### src/shared/fpi_params.svh
// Offsets, field positions, reset values and timing figures of the front panel block
`ifndef FPI_PARAMS_SVH
`define FPI_PARAMS_SVH

// System clock rate and the millisecond it is counted in
`define FPI_CLK_HZ 50000000
`define FPI_MS_CYCLES (`FPI_CLK_HZ / 1000)

// Timing figures in their own units
`define FPI_BLINK_HALF_MS 500
`define FPI_DEBOUNCE_MS 10
`define FPI_ACT_FLASH_MS 40
`define FPI_REMOTE_ID_S 15
`define FPI_REMOTE_ID_MS (`FPI_REMOTE_ID_S * 1000)

// Register byte offsets
`define FPI_REG_CTRL 8'h00
`define FPI_REG_POST 8'h04
`define FPI_REG_PWR 8'h08
`define FPI_REG_HEALTH 8'h0C
`define FPI_REG_STAT 8'h10
`define FPI_REG_PORTS 8'h14

// Control register fields
`define FPI_CTRL_SLEEP_EN 0
`define FPI_CTRL_REMOTE_ID 1
`define FPI_CTRL_HALT_CLR 2

// Status register fields
`define FPI_STAT_ID_LOCAL 0
`define FPI_STAT_ID_REMOTE 1
`define FPI_STAT_HALTED 2
`define FPI_STAT_SUPPRESS 3

// Reset values
`define FPI_POST_RST 8'h00
`define FPI_PWR_RST 3'h0
`define FPI_HEALTH_RST 3'h0

`endif

### src/shared/fpi_pkg.sv
// Types shared by the front panel indicator block
`default_nettype none
package fpi_pkg;

    // Platform power state as written by the management controller
    typedef enum logic [2:0] {
        FPI_PWR_OFF,
        FPI_PWR_ON,
        FPI_PWR_S0,
        FPI_PWR_SLEEP,
        FPI_PWR_S4,
        FPI_PWR_S5
    } fpi_pwr_t;

    // Platform health as written by the management controller
    typedef enum logic [2:0] {
        FPI_HL_STANDBY,
        FPI_HL_READY,
        FPI_HL_DEGRADED,
        FPI_HL_NONCRIT,
        FPI_HL_CRIT
    } fpi_health_t;

    // Identify indicator modes
    typedef enum logic [1:0] {
        FPI_ID_OFF,
        FPI_ID_LOCAL,
        FPI_ID_REMOTE
    } fpi_id_mode_t;

    // Front panel buttons, high while pressed
    typedef struct packed {
        logic pwr;
        logic rst;
        logic ident;
        logic nmi;
    } fpi_btn_t;

    // Bi-colour status indicator
    typedef struct packed {
        logic green;
        logic amber;
    } fpi_stat_led_t;

endpackage : fpi_pkg
`default_nettype wire

### src/logic/fpi_front_panel.sv
// Front panel buttons and indicators with a classic Wishbone register slave
//
// The placing of the registers and the Wishbone register port are this design's own decisions.
`timescale 1ns/1ps
`default_nettype none
`include "fpi_params.svh"
module fpi_front_panel
    import fpi_pkg::*;
#(
    parameter int unsigned BLINK_HALF_CYC = `FPI_MS_CYCLES * `FPI_BLINK_HALF_MS,
    parameter int unsigned DEBOUNCE_CYC = `FPI_MS_CYCLES * `FPI_DEBOUNCE_MS,
    parameter int unsigned ACT_FLASH_CYC = `FPI_MS_CYCLES * `FPI_ACT_FLASH_MS,
    parameter int unsigned MS_TICK_CYC = `FPI_MS_CYCLES,
    parameter int unsigned REMOTE_ID_TICKS = `FPI_REMOTE_ID_MS
) (
    input wire logic mclk_i,
    input wire logic rst_i,
    input wire logic wb_cyc_i,
    input wire logic wb_stb_i,
    input wire logic wb_we_i,
    input wire logic [7:0] wb_adr_i,
    input wire logic [3:0] wb_sel_i,
    input wire logic [31:0] wb_dat_i,
    output logic [31:0] wb_dat_o,
    output logic wb_ack_o,
    input wire fpi_btn_t btn_i,
    input wire logic [3:0] nic_link_i,
    input wire logic [3:0] nic_act_i,
    input wire logic hdd_onboard_act_i,
    input wire logic hdd_addin_act_i,
    output logic [7:0] post_led_o,
    output logic power_led_o,
    output fpi_stat_led_t status_front_o,
    output fpi_stat_led_t status_rear_o,
    output logic id_led_o,
    output logic board_id_led_o,
    output logic hdd_led_o,
    output logic [3:0] nic_led_o,
    output logic power_req_o,
    output logic sleep_req_o,
    output logic sys_reset_o,
    output logic nmi_o,
    output logic halt_o
);

    // Power states in which the platform counts as powered down
    function automatic logic is_down(input logic [2:0] code);
        is_down = (code == FPI_PWR_OFF) || (code == FPI_PWR_S4) || (code == FPI_PWR_S5) || (code > FPI_PWR_S5);
    endfunction : is_down

    logic [3:0] press;
    logic press_pwr;
    logic press_rst;
    logic press_id;
    logic press_nmi;
    logic [3:0] nic_flash;
    logic hdd_flash;
    logic [3:0] link_s1_ff;
    logic [3:0] link_s2_ff;
    logic [7:0] post_code_ff;
    logic [2:0] pwr_ff;
    logic [2:0] health_ff;
    logic sleep_en_ff;
    logic halted_ff;
    logic suppress_ff;
    logic pwr_down_prev_ff;
    logic blink_ff;
    logic [31:0] blink_cnt_ff;
    logic [31:0] tick_cnt_ff;
    logic ms_tick;
    logic [31:0] remote_cnt_ff;
    fpi_id_mode_t id_mode_ff;
    logic wr_en;
    logic remote_req;
    logic halt_clr;
    logic [31:0] rd_data;
    fpi_stat_led_t nxt_status;

    // Debounced presses, one per button
    for (genvar gi = 0; gi < 4; gi++) begin : g_btn
        fpi_debounce #(
            .STABLE_CYC(DEBOUNCE_CYC)
        ) u_deb (
            .mclk_i(mclk_i),
            .rst_i(rst_i),
            .pin_i(btn_i[gi]),
            .press_o(press[gi])
        );
    end

    assign press_nmi = press[0];
    assign press_id = press[1];
    assign press_rst = press[2];
    assign press_pwr = press[3];

    // One flasher per network port, each from its own pins
    for (genvar gn = 0; gn < 4; gn++) begin : g_nic
        fpi_act_led #(
            .FLASH_CYC(ACT_FLASH_CYC)
        ) u_act (
            .mclk_i(mclk_i),
            .rst_i(rst_i),
            .act_i(nic_act_i[gn]),
            .flash_o(nic_flash[gn])
        );
    end

    // Either drive controller source lights the drive LED
    fpi_act_led #(
        .FLASH_CYC(ACT_FLASH_CYC)
    ) u_hdd (
        .mclk_i(mclk_i),
        .rst_i(rst_i),
        .act_i(hdd_onboard_act_i | hdd_addin_act_i),
        .flash_o(hdd_flash)
    );

    // Link levels come from another domain
    always_ff @(posedge mclk_i or posedge rst_i) begin
        if (rst_i) begin
            link_s1_ff <= 4'h0;
            link_s2_ff <= 4'h0;
        end else begin
            link_s1_ff <= nic_link_i;
            link_s2_ff <= link_s1_ff;
        end
    end

    // Wishbone: ack one cycle after the request, writes land on the ack edge
    assign wr_en = wb_cyc_i && wb_stb_i && wb_we_i && wb_ack_o && wb_sel_i[0];
    assign remote_req = wr_en && (wb_adr_i == `FPI_REG_CTRL) && wb_dat_i[`FPI_CTRL_REMOTE_ID];
    assign halt_clr = wr_en && (wb_adr_i == `FPI_REG_CTRL) && wb_dat_i[`FPI_CTRL_HALT_CLR];

    always_ff @(posedge mclk_i or posedge rst_i) begin
        if (rst_i) begin
            wb_ack_o <= 1'b0;
            wb_dat_o <= 32'h0;
        end else begin
            wb_ack_o <= wb_cyc_i && wb_stb_i && !wb_ack_o;
            if (wb_cyc_i && wb_stb_i && !wb_ack_o) begin
                wb_dat_o <= rd_data;
            end
        end
    end

    // Read mux; unmapped addresses read zero and still ack
    always_comb begin
        rd_data = 32'h0;
        case (wb_adr_i)
            `FPI_REG_CTRL: rd_data[`FPI_CTRL_SLEEP_EN] = sleep_en_ff;
            `FPI_REG_POST: rd_data[7:0] = post_code_ff;
            `FPI_REG_PWR: rd_data[2:0] = pwr_ff;
            `FPI_REG_HEALTH: rd_data[2:0] = health_ff;
            `FPI_REG_STAT: begin
                rd_data[`FPI_STAT_ID_LOCAL] = (id_mode_ff == FPI_ID_LOCAL);
                rd_data[`FPI_STAT_ID_REMOTE] = (id_mode_ff == FPI_ID_REMOTE);
                rd_data[`FPI_STAT_HALTED] = halted_ff;
                rd_data[`FPI_STAT_SUPPRESS] = suppress_ff;
            end
            `FPI_REG_PORTS: rd_data[7:0] = {nic_flash, link_s2_ff};
            default: rd_data = 32'h0;
        endcase
    end

    // Software registers; the last POST code written stays shown
    always_ff @(posedge mclk_i or posedge rst_i) begin
        if (rst_i) begin
            post_code_ff <= `FPI_POST_RST;
            pwr_ff <= `FPI_PWR_RST;
            health_ff <= `FPI_HEALTH_RST;
            sleep_en_ff <= 1'b0;
        end else if (wr_en) begin
            case (wb_adr_i)
                `FPI_REG_CTRL: sleep_en_ff <= wb_dat_i[`FPI_CTRL_SLEEP_EN];
                `FPI_REG_POST: post_code_ff <= wb_dat_i[7:0];
                `FPI_REG_PWR: pwr_ff <= wb_dat_i[2:0];
                `FPI_REG_HEALTH: health_ff <= wb_dat_i[2:0];
                default: ;
            endcase
        end
    end

    // Free-running half-period counter for the power, status and identify blinking; activity flashers time themselves
    always_ff @(posedge mclk_i or posedge rst_i) begin
        if (rst_i) begin
            blink_cnt_ff <= 32'h0;
            blink_ff <= 1'b0;
        end else if (blink_cnt_ff >= BLINK_HALF_CYC - 1) begin
            blink_cnt_ff <= 32'h0;
            blink_ff <= !blink_ff;
        end else begin
            blink_cnt_ff <= blink_cnt_ff + 32'h1;
        end
    end

    // Millisecond prescaler keeps the long timer counter small in toggles
    always_ff @(posedge mclk_i or posedge rst_i) begin
        if (rst_i) begin
            tick_cnt_ff <= 32'h0;
        end else if (ms_tick) begin
            tick_cnt_ff <= 32'h0;
        end else begin
            tick_cnt_ff <= tick_cnt_ff + 32'h1;
        end
    end

    assign ms_tick = (tick_cnt_ff >= MS_TICK_CYC - 1);

    // Identify mode: local press toggles, remote runs for fixed time
    always_ff @(posedge mclk_i or posedge rst_i) begin
        if (rst_i) begin
            id_mode_ff <= FPI_ID_OFF;
            remote_cnt_ff <= 32'h0;
        end else if (press_id) begin
            remote_cnt_ff <= 32'h0;
            unique case (id_mode_ff)
                FPI_ID_OFF: id_mode_ff <= FPI_ID_LOCAL;
                FPI_ID_LOCAL: id_mode_ff <= FPI_ID_OFF;
                FPI_ID_REMOTE: id_mode_ff <= FPI_ID_OFF;
            endcase
        end else if (remote_req) begin
            id_mode_ff <= FPI_ID_REMOTE;
            remote_cnt_ff <= 32'h0;
        end else if (id_mode_ff == FPI_ID_REMOTE && ms_tick) begin
            if (remote_cnt_ff >= REMOTE_ID_TICKS - 1) begin
                id_mode_ff <= FPI_ID_OFF;
                remote_cnt_ff <= 32'h0;
            end else begin
                remote_cnt_ff <= remote_cnt_ff + 32'h1;
            end
        end
    end

    // Halt held until reset press or software clear; an NMI press wins a same-cycle clear
    always_ff @(posedge mclk_i or posedge rst_i) begin
        if (rst_i) begin
            halted_ff <= 1'b0;
        end else if (press_nmi) begin
            halted_ff <= 1'b1;
        end else if (press_rst || halt_clr) begin
            halted_ff <= 1'b0;
        end
    end

    // A normal platform going down darkens status; other states are kept
    always_ff @(posedge mclk_i or posedge rst_i) begin
        if (rst_i) begin
            pwr_down_prev_ff <= 1'b1;
            suppress_ff <= 1'b0;
        end else begin
            pwr_down_prev_ff <= is_down(pwr_ff);
            if (!pwr_down_prev_ff && is_down(pwr_ff) && health_ff == FPI_HL_READY) begin
                suppress_ff <= 1'b1;
            end else if (!is_down(pwr_ff) || (wr_en && wb_adr_i == `FPI_REG_HEALTH)) begin
                suppress_ff <= 1'b0;
            end
        end
    end

    // Status colour from health
    always_comb begin
        nxt_status = '0;
        if (!suppress_ff) begin
            case (health_ff)
                FPI_HL_READY: nxt_status.green = 1'b1;
                FPI_HL_DEGRADED: nxt_status.green = blink_ff;
                FPI_HL_CRIT: nxt_status.amber = 1'b1;
                FPI_HL_NONCRIT: nxt_status.amber = blink_ff;
                default: nxt_status = '0;
            endcase
        end
    end

    // Registered indicators and request pulses
    always_ff @(posedge mclk_i or posedge rst_i) begin
        if (rst_i) begin
            post_led_o <= 8'h00;
            power_led_o <= 1'b0;
            status_front_o <= '0;
            id_led_o <= 1'b0;
            hdd_led_o <= 1'b0;
            nic_led_o <= 4'h0;
            power_req_o <= 1'b0;
            sleep_req_o <= 1'b0;
            sys_reset_o <= 1'b0;
            nmi_o <= 1'b0;
        end else begin
            post_led_o <= post_code_ff;
            power_led_o <= (pwr_ff == FPI_PWR_S0) || (pwr_ff == FPI_PWR_ON)
                || (pwr_ff == FPI_PWR_SLEEP && blink_ff);
            status_front_o <= nxt_status;
            id_led_o <= (id_mode_ff == FPI_ID_LOCAL) || (id_mode_ff == FPI_ID_REMOTE && blink_ff);
            hdd_led_o <= hdd_flash;
            nic_led_o <= link_s2_ff & ~nic_flash;
            power_req_o <= press_pwr && !sleep_en_ff;
            sleep_req_o <= press_pwr && sleep_en_ff;
            sys_reset_o <= press_rst;
            nmi_o <= press_nmi;
        end
    end

    assign status_rear_o = status_front_o;
    assign board_id_led_o = id_led_o;
    assign halt_o = halted_ff;
endmodule : fpi_front_panel
`default_nettype wire

### src/logic/fpi_debounce.sv
// Button synchroniser and debouncer giving one pulse per press
`timescale 1ns/1ps
`default_nettype none
module fpi_debounce #(
    parameter int unsigned STABLE_CYC = 500000
) (
    input wire logic mclk_i,
    input wire logic rst_i,
    input wire logic pin_i,
    output logic press_o
);

    logic sync1_ff;
    logic sync2_ff;
    logic stable_ff;
    logic [31:0] cnt_ff;

    // Two flops before anything looks at the pin
    always_ff @(posedge mclk_i or posedge rst_i) begin
        if (rst_i) begin
            sync1_ff <= 1'b0;
            sync2_ff <= 1'b0;
        end else begin
            sync1_ff <= pin_i;
            sync2_ff <= sync1_ff;
        end
    end

    // Level must hold for the whole window; any bounce restarts it
    always_ff @(posedge mclk_i or posedge rst_i) begin
        if (rst_i) begin
            cnt_ff <= 32'h0;
            stable_ff <= 1'b0;
        end else if (sync2_ff == stable_ff) begin
            cnt_ff <= 32'h0;
        end else if (cnt_ff >= STABLE_CYC - 1) begin
            cnt_ff <= 32'h0;
            stable_ff <= sync2_ff;
        end else begin
            cnt_ff <= cnt_ff + 32'h1;
        end
    end

    // One pulse on the accepted press edge
    always_ff @(posedge mclk_i or posedge rst_i) begin
        if (rst_i) begin
            press_o <= 1'b0;
        end else begin
            press_o <= (sync2_ff != stable_ff) && sync2_ff && (cnt_ff >= STABLE_CYC - 1);
        end
    end

endmodule : fpi_debounce
`default_nettype wire

### src/logic/fpi_act_led.sv
// Activity flasher: each burst of traffic gives one dark/lit blink
`timescale 1ns/1ps
`default_nettype none
module fpi_act_led #(
    parameter int unsigned FLASH_CYC = 2000000
) (
    input wire logic mclk_i,
    input wire logic rst_i,
    input wire logic act_i,
    output logic flash_o
);

    typedef enum logic [1:0] {
        ACT_IDLE,
        ACT_FLASH,
        ACT_GAP
    } fpi_act_st_t;

    fpi_act_st_t st_ff;
    logic s1_ff;
    logic s2_ff;
    logic s3_ff;
    logic pend_ff;
    logic [31:0] cnt_ff;
    logic act_edge;

    // Synchronise, third flop only for edge detect
    always_ff @(posedge mclk_i or posedge rst_i) begin
        if (rst_i) begin
            s1_ff <= 1'b0;
            s2_ff <= 1'b0;
            s3_ff <= 1'b0;
        end else begin
            s1_ff <= act_i;
            s2_ff <= s1_ff;
            s3_ff <= s2_ff;
        end
    end

    assign act_edge = s2_ff && !s3_ff;

    // Traffic seen during a blink is kept so heavy load blinks back to back
    always_ff @(posedge mclk_i or posedge rst_i) begin
        if (rst_i) begin
            st_ff <= ACT_IDLE;
            cnt_ff <= 32'h0;
            pend_ff <= 1'b0;
        end else begin
            unique case (st_ff)
                ACT_IDLE: begin
                    cnt_ff <= 32'h0;
                    if (act_edge || pend_ff) begin
                        st_ff <= ACT_FLASH;
                        pend_ff <= 1'b0;
                    end
                end
                ACT_FLASH: begin
                    pend_ff <= pend_ff | act_edge;
                    cnt_ff <= (cnt_ff >= FLASH_CYC - 1) ? 32'h0 : cnt_ff + 32'h1;
                    if (cnt_ff >= FLASH_CYC - 1) begin
                        st_ff <= ACT_GAP;
                    end
                end
                ACT_GAP: begin
                    pend_ff <= pend_ff | act_edge;
                    cnt_ff <= (cnt_ff >= FLASH_CYC - 1) ? 32'h0 : cnt_ff + 32'h1;
                    if (cnt_ff >= FLASH_CYC - 1) begin
                        st_ff <= ACT_IDLE;
                    end
                end
            endcase
        end
    end

    assign flash_o = (st_ff == ACT_FLASH);

endmodule : fpi_act_led
`default_nettype wire

### config.mk
export PLATFORM = sky130hd
export DESIGN_NAME = fpi_front_panel
export DESIGN_NICKNAME = d
export VERILOG_FILES = /design/src/shared/fpi_pkg.sv /design/src/logic/fpi_front_panel.sv /design/src/logic/fpi_debounce.sv /design/src/logic/fpi_act_led.sv
export VERILOG_INCLUDE_DIRS = /design/src /design/src/shared
export SDC_FILE = /design/constraint.sdc
export NUM_CORES = 1
export LEC_CHECK = 0
export BUFFER_PORTS_ARGS = -buffer_cell sky130_fd_sc_hd__buf_2
export CAP_MARGIN = 20
export CORE_ASPECT_RATIO = 1.75
export CORE_MARGIN = 4
export CORE_UTILIZATION = 30
export CTS_CLUSTER_DIAMETER = 30
export CTS_CLUSTER_SIZE = 40
export DETAILED_ROUTE_END_ITERATION = 10
export SYNTH_ARGS = -nofsm -noshare
export SYNTH_HDL_FRONTEND = slang
export SYNTH_HIERARCHICAL = 1
export SYNTH_SLANG_ARGS = --single-unit
### constraint.sdc
create_clock -name mclk_i -period 5.45 [get_ports mclk_i]
set_clock_uncertainty 0.05 [all_clocks]
set_input_delay 0.2725 -clock mclk_i [delete_from_list [all_inputs] [get_ports mclk_i]]
set_output_delay 0.2725 -clock mclk_i [all_outputs]
set_load 0.01 [all_outputs]
# Yosys cells after proc, flatten, opt, wreduce, memory -nomap -nowiden

Index checks and enable logic that the tools add are counted.

Flip-flop bits (word level): 489
Bits of input ports: 63
Word-level logic and storage cells: 317

Add/subtract/negate cells: 12
Order comparisons: 13
Equality and inequality tests: 49
Multiplexer cells: 70
Bitwise logic cells: 12
Reductions and logical operators: 84

Operator list:

| operator                                              | count |
|---|---|
| two-way mux 32 bit                                    | 19 |
| adder 32 x 1 -> 32 bit, second input constant         | 12 |
| case mux 32 bit (2 select lines)                      | 5 |
| >= comparator 32 x 21 -> 1 bit, second input constant | 5 |
| >= comparator 32 x 19 -> 1 bit, second input constant | 4 |
| two-way mux 2 bit                                     | 20 |
| >= comparator 32 x 14 -> 1 bit, second input constant | 1 |
| >= comparator 32 x 16 -> 1 bit, second input constant | 1 |
| >= comparator 32 x 25 -> 1 bit, second input constant | 1 |
| case mux 2 bit (3 select lines)                       | 5 |
| logical AND 1 bit                                     | 29 |
| != test 2 x 1 -> 1 bit, second input constant         | 11 |
| AND reduction 2 bit                                   | 9 |
| equality test 8 x 4 -> 1 bit, second input constant   | 2 |
| equality test 8 x 5 -> 1 bit, second input constant   | 2 |
| AND reduction 3 bit                                   | 5 |
| case mux 1 bit (2 select lines)                       | 7 |
| logical OR 1 bit                                      | 13 |
| equality test 2 x 1 -> 1 bit, second input constant   | 6 |
| equality test 2 bit, second input constant            | 6 |
| equality test 3 x 2 -> 1 bit, second input constant   | 4 |
| logical NOT 2 bit                                     | 6 |
| OR reduction 2 bit                                    | 6 |
| logical NOT 1 bit                                     | 10 |
| 21 further kinds                                      | 51 |

# Logic depth before layout (Yosys ltp)

Depth in word-level cells: 9
Depth in mapped cells: 9
Depth with buffers taken out: 7

# Modules after synthesis

The synthesis kept the hierarchy.

Modules (own cells, without submodules):

| module          | times used | cells each | area an instance (µm²) | seq. area each (µm²) |
|---|---|---|---|---|
| fpi_act_led     | 5          | 137        | 1706.6                 | 950.9 |
| fpi_front_panel | 1          | 608        | 6866.6                 | 3880.0 |
| fpi_debounce    | 4          | 128        | 1497.7                 | 900.9 |

# Worst setup path before layout

OpenSTA, ideal clock, no wires.

Path type: reg-to-reg
Start point: register remote_cnt_ff[26]
End point: register remote_cnt_ff[12]
Setup time: 0.092 ns
Data arrival time: 2.234 ns
Slack: 3.074 ns
Cell stages (with the launch flop): 8
Path buffers: 2
Clock period less this slack: 2.376 ns
Path through: dfrtp_1 or4_1 or4_1 buf_2 or3_4 buf_6 o2bb2a_4 o31ai_2

Cells in the longest elaborated chain, start to end: 5

Ends and longest elaborated chain:

| element                        | RTL line               | source |
|---|---|---|
| from (decl)                    | fpi_front_panel.sv:71  | `logic [31:0] remote_cnt_ff;` |
| from (signal assigned)         | fpi_front_panel.sv:229 | `remote_cnt_ff <= remote_cnt_ff + 32'h1;` |
| >= comparator 32 x 14 -> 1 bit | fpi_front_panel.sv:225 | `if (remote_cnt_ff >= REMOTE_ID_TICKS - 1) begin` |
| two-way mux 32 bit             | fpi_front_panel.sv:225 |  |
| two-way mux 32 bit             | fpi_front_panel.sv:224 | `end else if (id_mode_ff == FPI_ID_REMOTE && ms_tick) begin` |
| two-way mux 32 bit             | fpi_front_panel.sv:221 | `end else if (remote_req) begin` |
| two-way mux 32 bit             | fpi_front_panel.sv:214 | `end else if (press_id) begin` |

No other way between the ends. The select of a mux whose other input is x is not followed.
A chain may end at the register's enable or synchronous reset.

# Final worst setup path

Start point: input port wb_adr_i[0]
End point: register wb_dat_o[6]

Cells in the longest elaborated chain, start to end: 2
Elaborated cells on any way between the ends: 3

Ends and longest elaborated chain:

| element                                                                      | RTL line               | source |
|---|---|---|
| from (decl)                                                                  | fpi_front_panel.sv:21  | `input wire logic [7:0] wb_adr_i,` |
| equality test 8 x 5 -> 1 bit or equality test 8 x 3 -> 1 bit (tied branches) | fpi_front_panel.sv:149 | `case (wb_adr_i)` |
| case mux 4 bit (2 select lines) *                                            | fpi_front_panel.sv:149 |  |
| to (signal assigned)                                                         | fpi_front_panel.sv:141 | `wb_dat_o <= rd_data;` |
| to (decl)                                                                    | fpi_front_panel.sv:24  | `output logic [31:0] wb_dat_o,` |

Every way passes the cells marked *; elsewhere a longest branch is shown, timed or not.

==> metrics.cfg <==
[power]
cellPowerDensity_nw_per_um2=392
leakage_nw=11.1
peakVddDrop_uv=235
total_power_mw=10.4

[finish]
syn2layout_area_growth_pct=23.8
final_cell_mix=dfrtp_1 (488), nor2_1 (223), conb_1 (154), xor2_1 (98), xnor2_1 (93)
fin_util_pct=37.5
final_net_count=2190
drive_gt1_share_pct=19.4
design_area_sq_um=26500
layout_commonest_cell=dfrtp_1
finalNonFillerCells=3088

[floorplanning]
fp.dieH_um=361
core_sq_um=70700
num_io_pins=121
rows=129
die_x_um=210
initial_core_util_pct=30.3
fp.dieArea_sq_um=75800

[sta]
worst_slack_ns=2.45
finalCritPeriodShare_pct=55.1
clock.fmax_ghz=0.333
finalHoldViolCount=0
rsz0062_at_grt=false
tightestPinTransition_ns=1.03
finalSetupViolCount=0
tns_ns=0
drv_slew=0
relSlewSlack_pct=31.2
hold_ws_ns=0.151
min_period_ns=3.00

[place]
gp_congestion=0.794
portBuffers=69
pre_cts_ws_ns=2.47
placed_area_sq_um=23000
dp.final_hpwl_um=28500
dp_cells=2890

[setup_path]
crit_path_end_kind=register
path_delay_family=simple AND/OR/NAND/NOR gates
r2r_slack_ns=2.60
r2r-start=tick_cnt_ff[13]
worstPathRequired_ns=5.92
crit_buf_inv=3
crit_type=in -> reg
worstSetupStartpointType=input pin
critPathSlowestCell=nor3b_1
arrival_ns=3.48
ff2ff_path_depth=6
cp_max_fo=7
worstPathCellList=dlygate4sd3_1 -> buf_2 -> or2_2 -> dlygate4sd3_1 -> or4_1 -> nor3b_1 -> a32oi_1 -> o21ai_0
cp_num_cells=8
worst_path_largest_cell_delay_ns=0.86
crit_top_cell=dlygate4sd3_1
r2r-end=id_mode_ff[0]

[cts]
htree_levels=3
root_buffer=clkbuf_16
cts_tree=done
path_clk_slew_ns=0.05
cts_max_path_buffers=3
clkLatencyLatePin_ns=0.62
cts.sinks=489
numCtsBuffers=91
postCtsSetupRepairBufs=0

[hold_path]
hold_depth=3
hold_path_end=wb_dat_o[0]
min_path_type=in -> reg
hp-start=wb_adr_i[3]

[yosys]
synth_top_family_by_area=simple AND/OR/NAND/NOR gates
ys_ff_latch=489
synth_area_sq_um=21400
synth_compound_area_share_pct=5.90
synth_xor_area_share_pct=7.82
yosys.area_share.simple_pct=21.7
synth_fa_ha_area_share_pct=1.93
synth_seq_area_share_pct=57.2
ys_types=82
yosys_warnings=6
synth-edff-count=0
synth_cells=1805
synthFlopType=dfrtp_1
async_reset_ff_share_pct=100
syn-mean-instance-area_sq_um=11.9
synth_mux_area_share_pct=1.64

[global_route]
grt_usage_pct=11.2
grt-ovfl-total=0
grt_pass1_wl_um=71700
antenna_found_initial=4
grt_pass1_vias=15100
grt_max_degree=108

[job]
maxCapViolCount=0

[drt]
totalWireLength_um=41600
remaining_drc_errors=0
vias_per_cell=4.53
wl_per_cell_um=13.5
drtAntennaViolNets=0
vias=14000
drt-initial-drc-count=712
first_pass_iters=4

[outcome]
status=completed

## worst max path at each step
stage	from	to
after CTS	wb_adr_i[0]	wb_dat_o[6]
after global placement	wb_adr_i[4]	remote_cnt_ff[31]
after detailed placement	wb_adr_i[4]	remote_cnt_ff[31]
after global routing	tick_cnt_ff[13]	remote_cnt_ff[4]
final	wb_adr_i[0]	wb_dat_o[6]
after floorplan	rst_i	blink_cnt_ff[0]
## power breakdown
| part | switching, mW | internal, mW |
|---|---|---|
| logic | 0.472 | 0.339 |
| registers | 0.127 | 3.83 |
| clock network | 1.99 | 3.62 |
## cells in the mapped netlist, types with 9 or more instances
cell type	count	share of area (%)
or2_2	9	0.26
o21a_1	16	0.56
nor2b_1	17	0.50
nor3b_1	13	0.46
a21oi_1	22	0.51
nor4_4	10	0.99
nor2_4	50	2.6
ha_1	33	1.9
xnor2_1	93	3.8
nand2_1	89	1.6
nand3_2	14	0.66
nor2_1	223	3.9
xor2_1	98	4.0
a31oi_1	12	0.35
nand4_1	52	1.5
o21ai_0	13	0.30
and3_1	21	0.61
nand3_1	89	2.1
inv_1	79	1.4
nor4_1	43	1.3
dfrtp_1	488	57
and4_1	18	0.74
conb_1	10	0.18
or4_4	10	0.53
mux2_2	18	0.95
and2_1	12	0.35
buf_4	31	1.1
nor3_1	36	0.84
## cell families (layout without fill, tap and decap cells)
logic type	after synthesis	in the layout
compound gates	148	148
flops	489	489
mux	31	31
simple gates	768	768
buf+inv	135	356
other cells	10	155
xor+xnor	191	191
fa+ha+maj	33	33
## final cells by class
class,count,area [sq um]
well taps,917,1150
flip-flops and latches,489,12200
fillers,6801,44200
diodes,1,2.50
clock buffers,113,2470
multi-input cells,1325,8920
clock inverters,56,671
repair buffers,108,726
inverters,79,302
## worst register-to-register path: stages, from the launching register on
cell and delay (ns):
dfrtp_1 0.40, or4_1 0.56, and3_1 0.22, nor3_1 0.29
a21boi_2 0.24, a21oi_2 0.79, a22o_1 0.24
## what timing repair did
item	CTS	global route
hold buffers	27	0
hold endpoints to repair	205	0
resized for setup	0	0
## metal layers
layer | track usage [%] | up-vias | share of wire, %
li1 | - | 6681 | -
met1 | 12.8 | 6952 | 40
met2 | 20.2 | 268 | 52
met3 | 2.07 | 97 | 4.7
met4 | 4.88 | 0 | 2.8
met5 | 0 | - | 0
## state kept, by name, summed over array words and instances, names as in the netlist, 8 cells and up
name,flops
post_code_ff,8
remote_cnt_ff,32
u_hdd/cnt_ff,32
wb_dat_o,8
g_nic.u_act/cnt_ff,128
g_btn.u_deb/cnt_ff,128
blink_cnt_ff,32
post_led_o,8
g_nic.u_act/st_ff,8
tick_cnt_ff,32
Power figures use the tool's default switching activity.
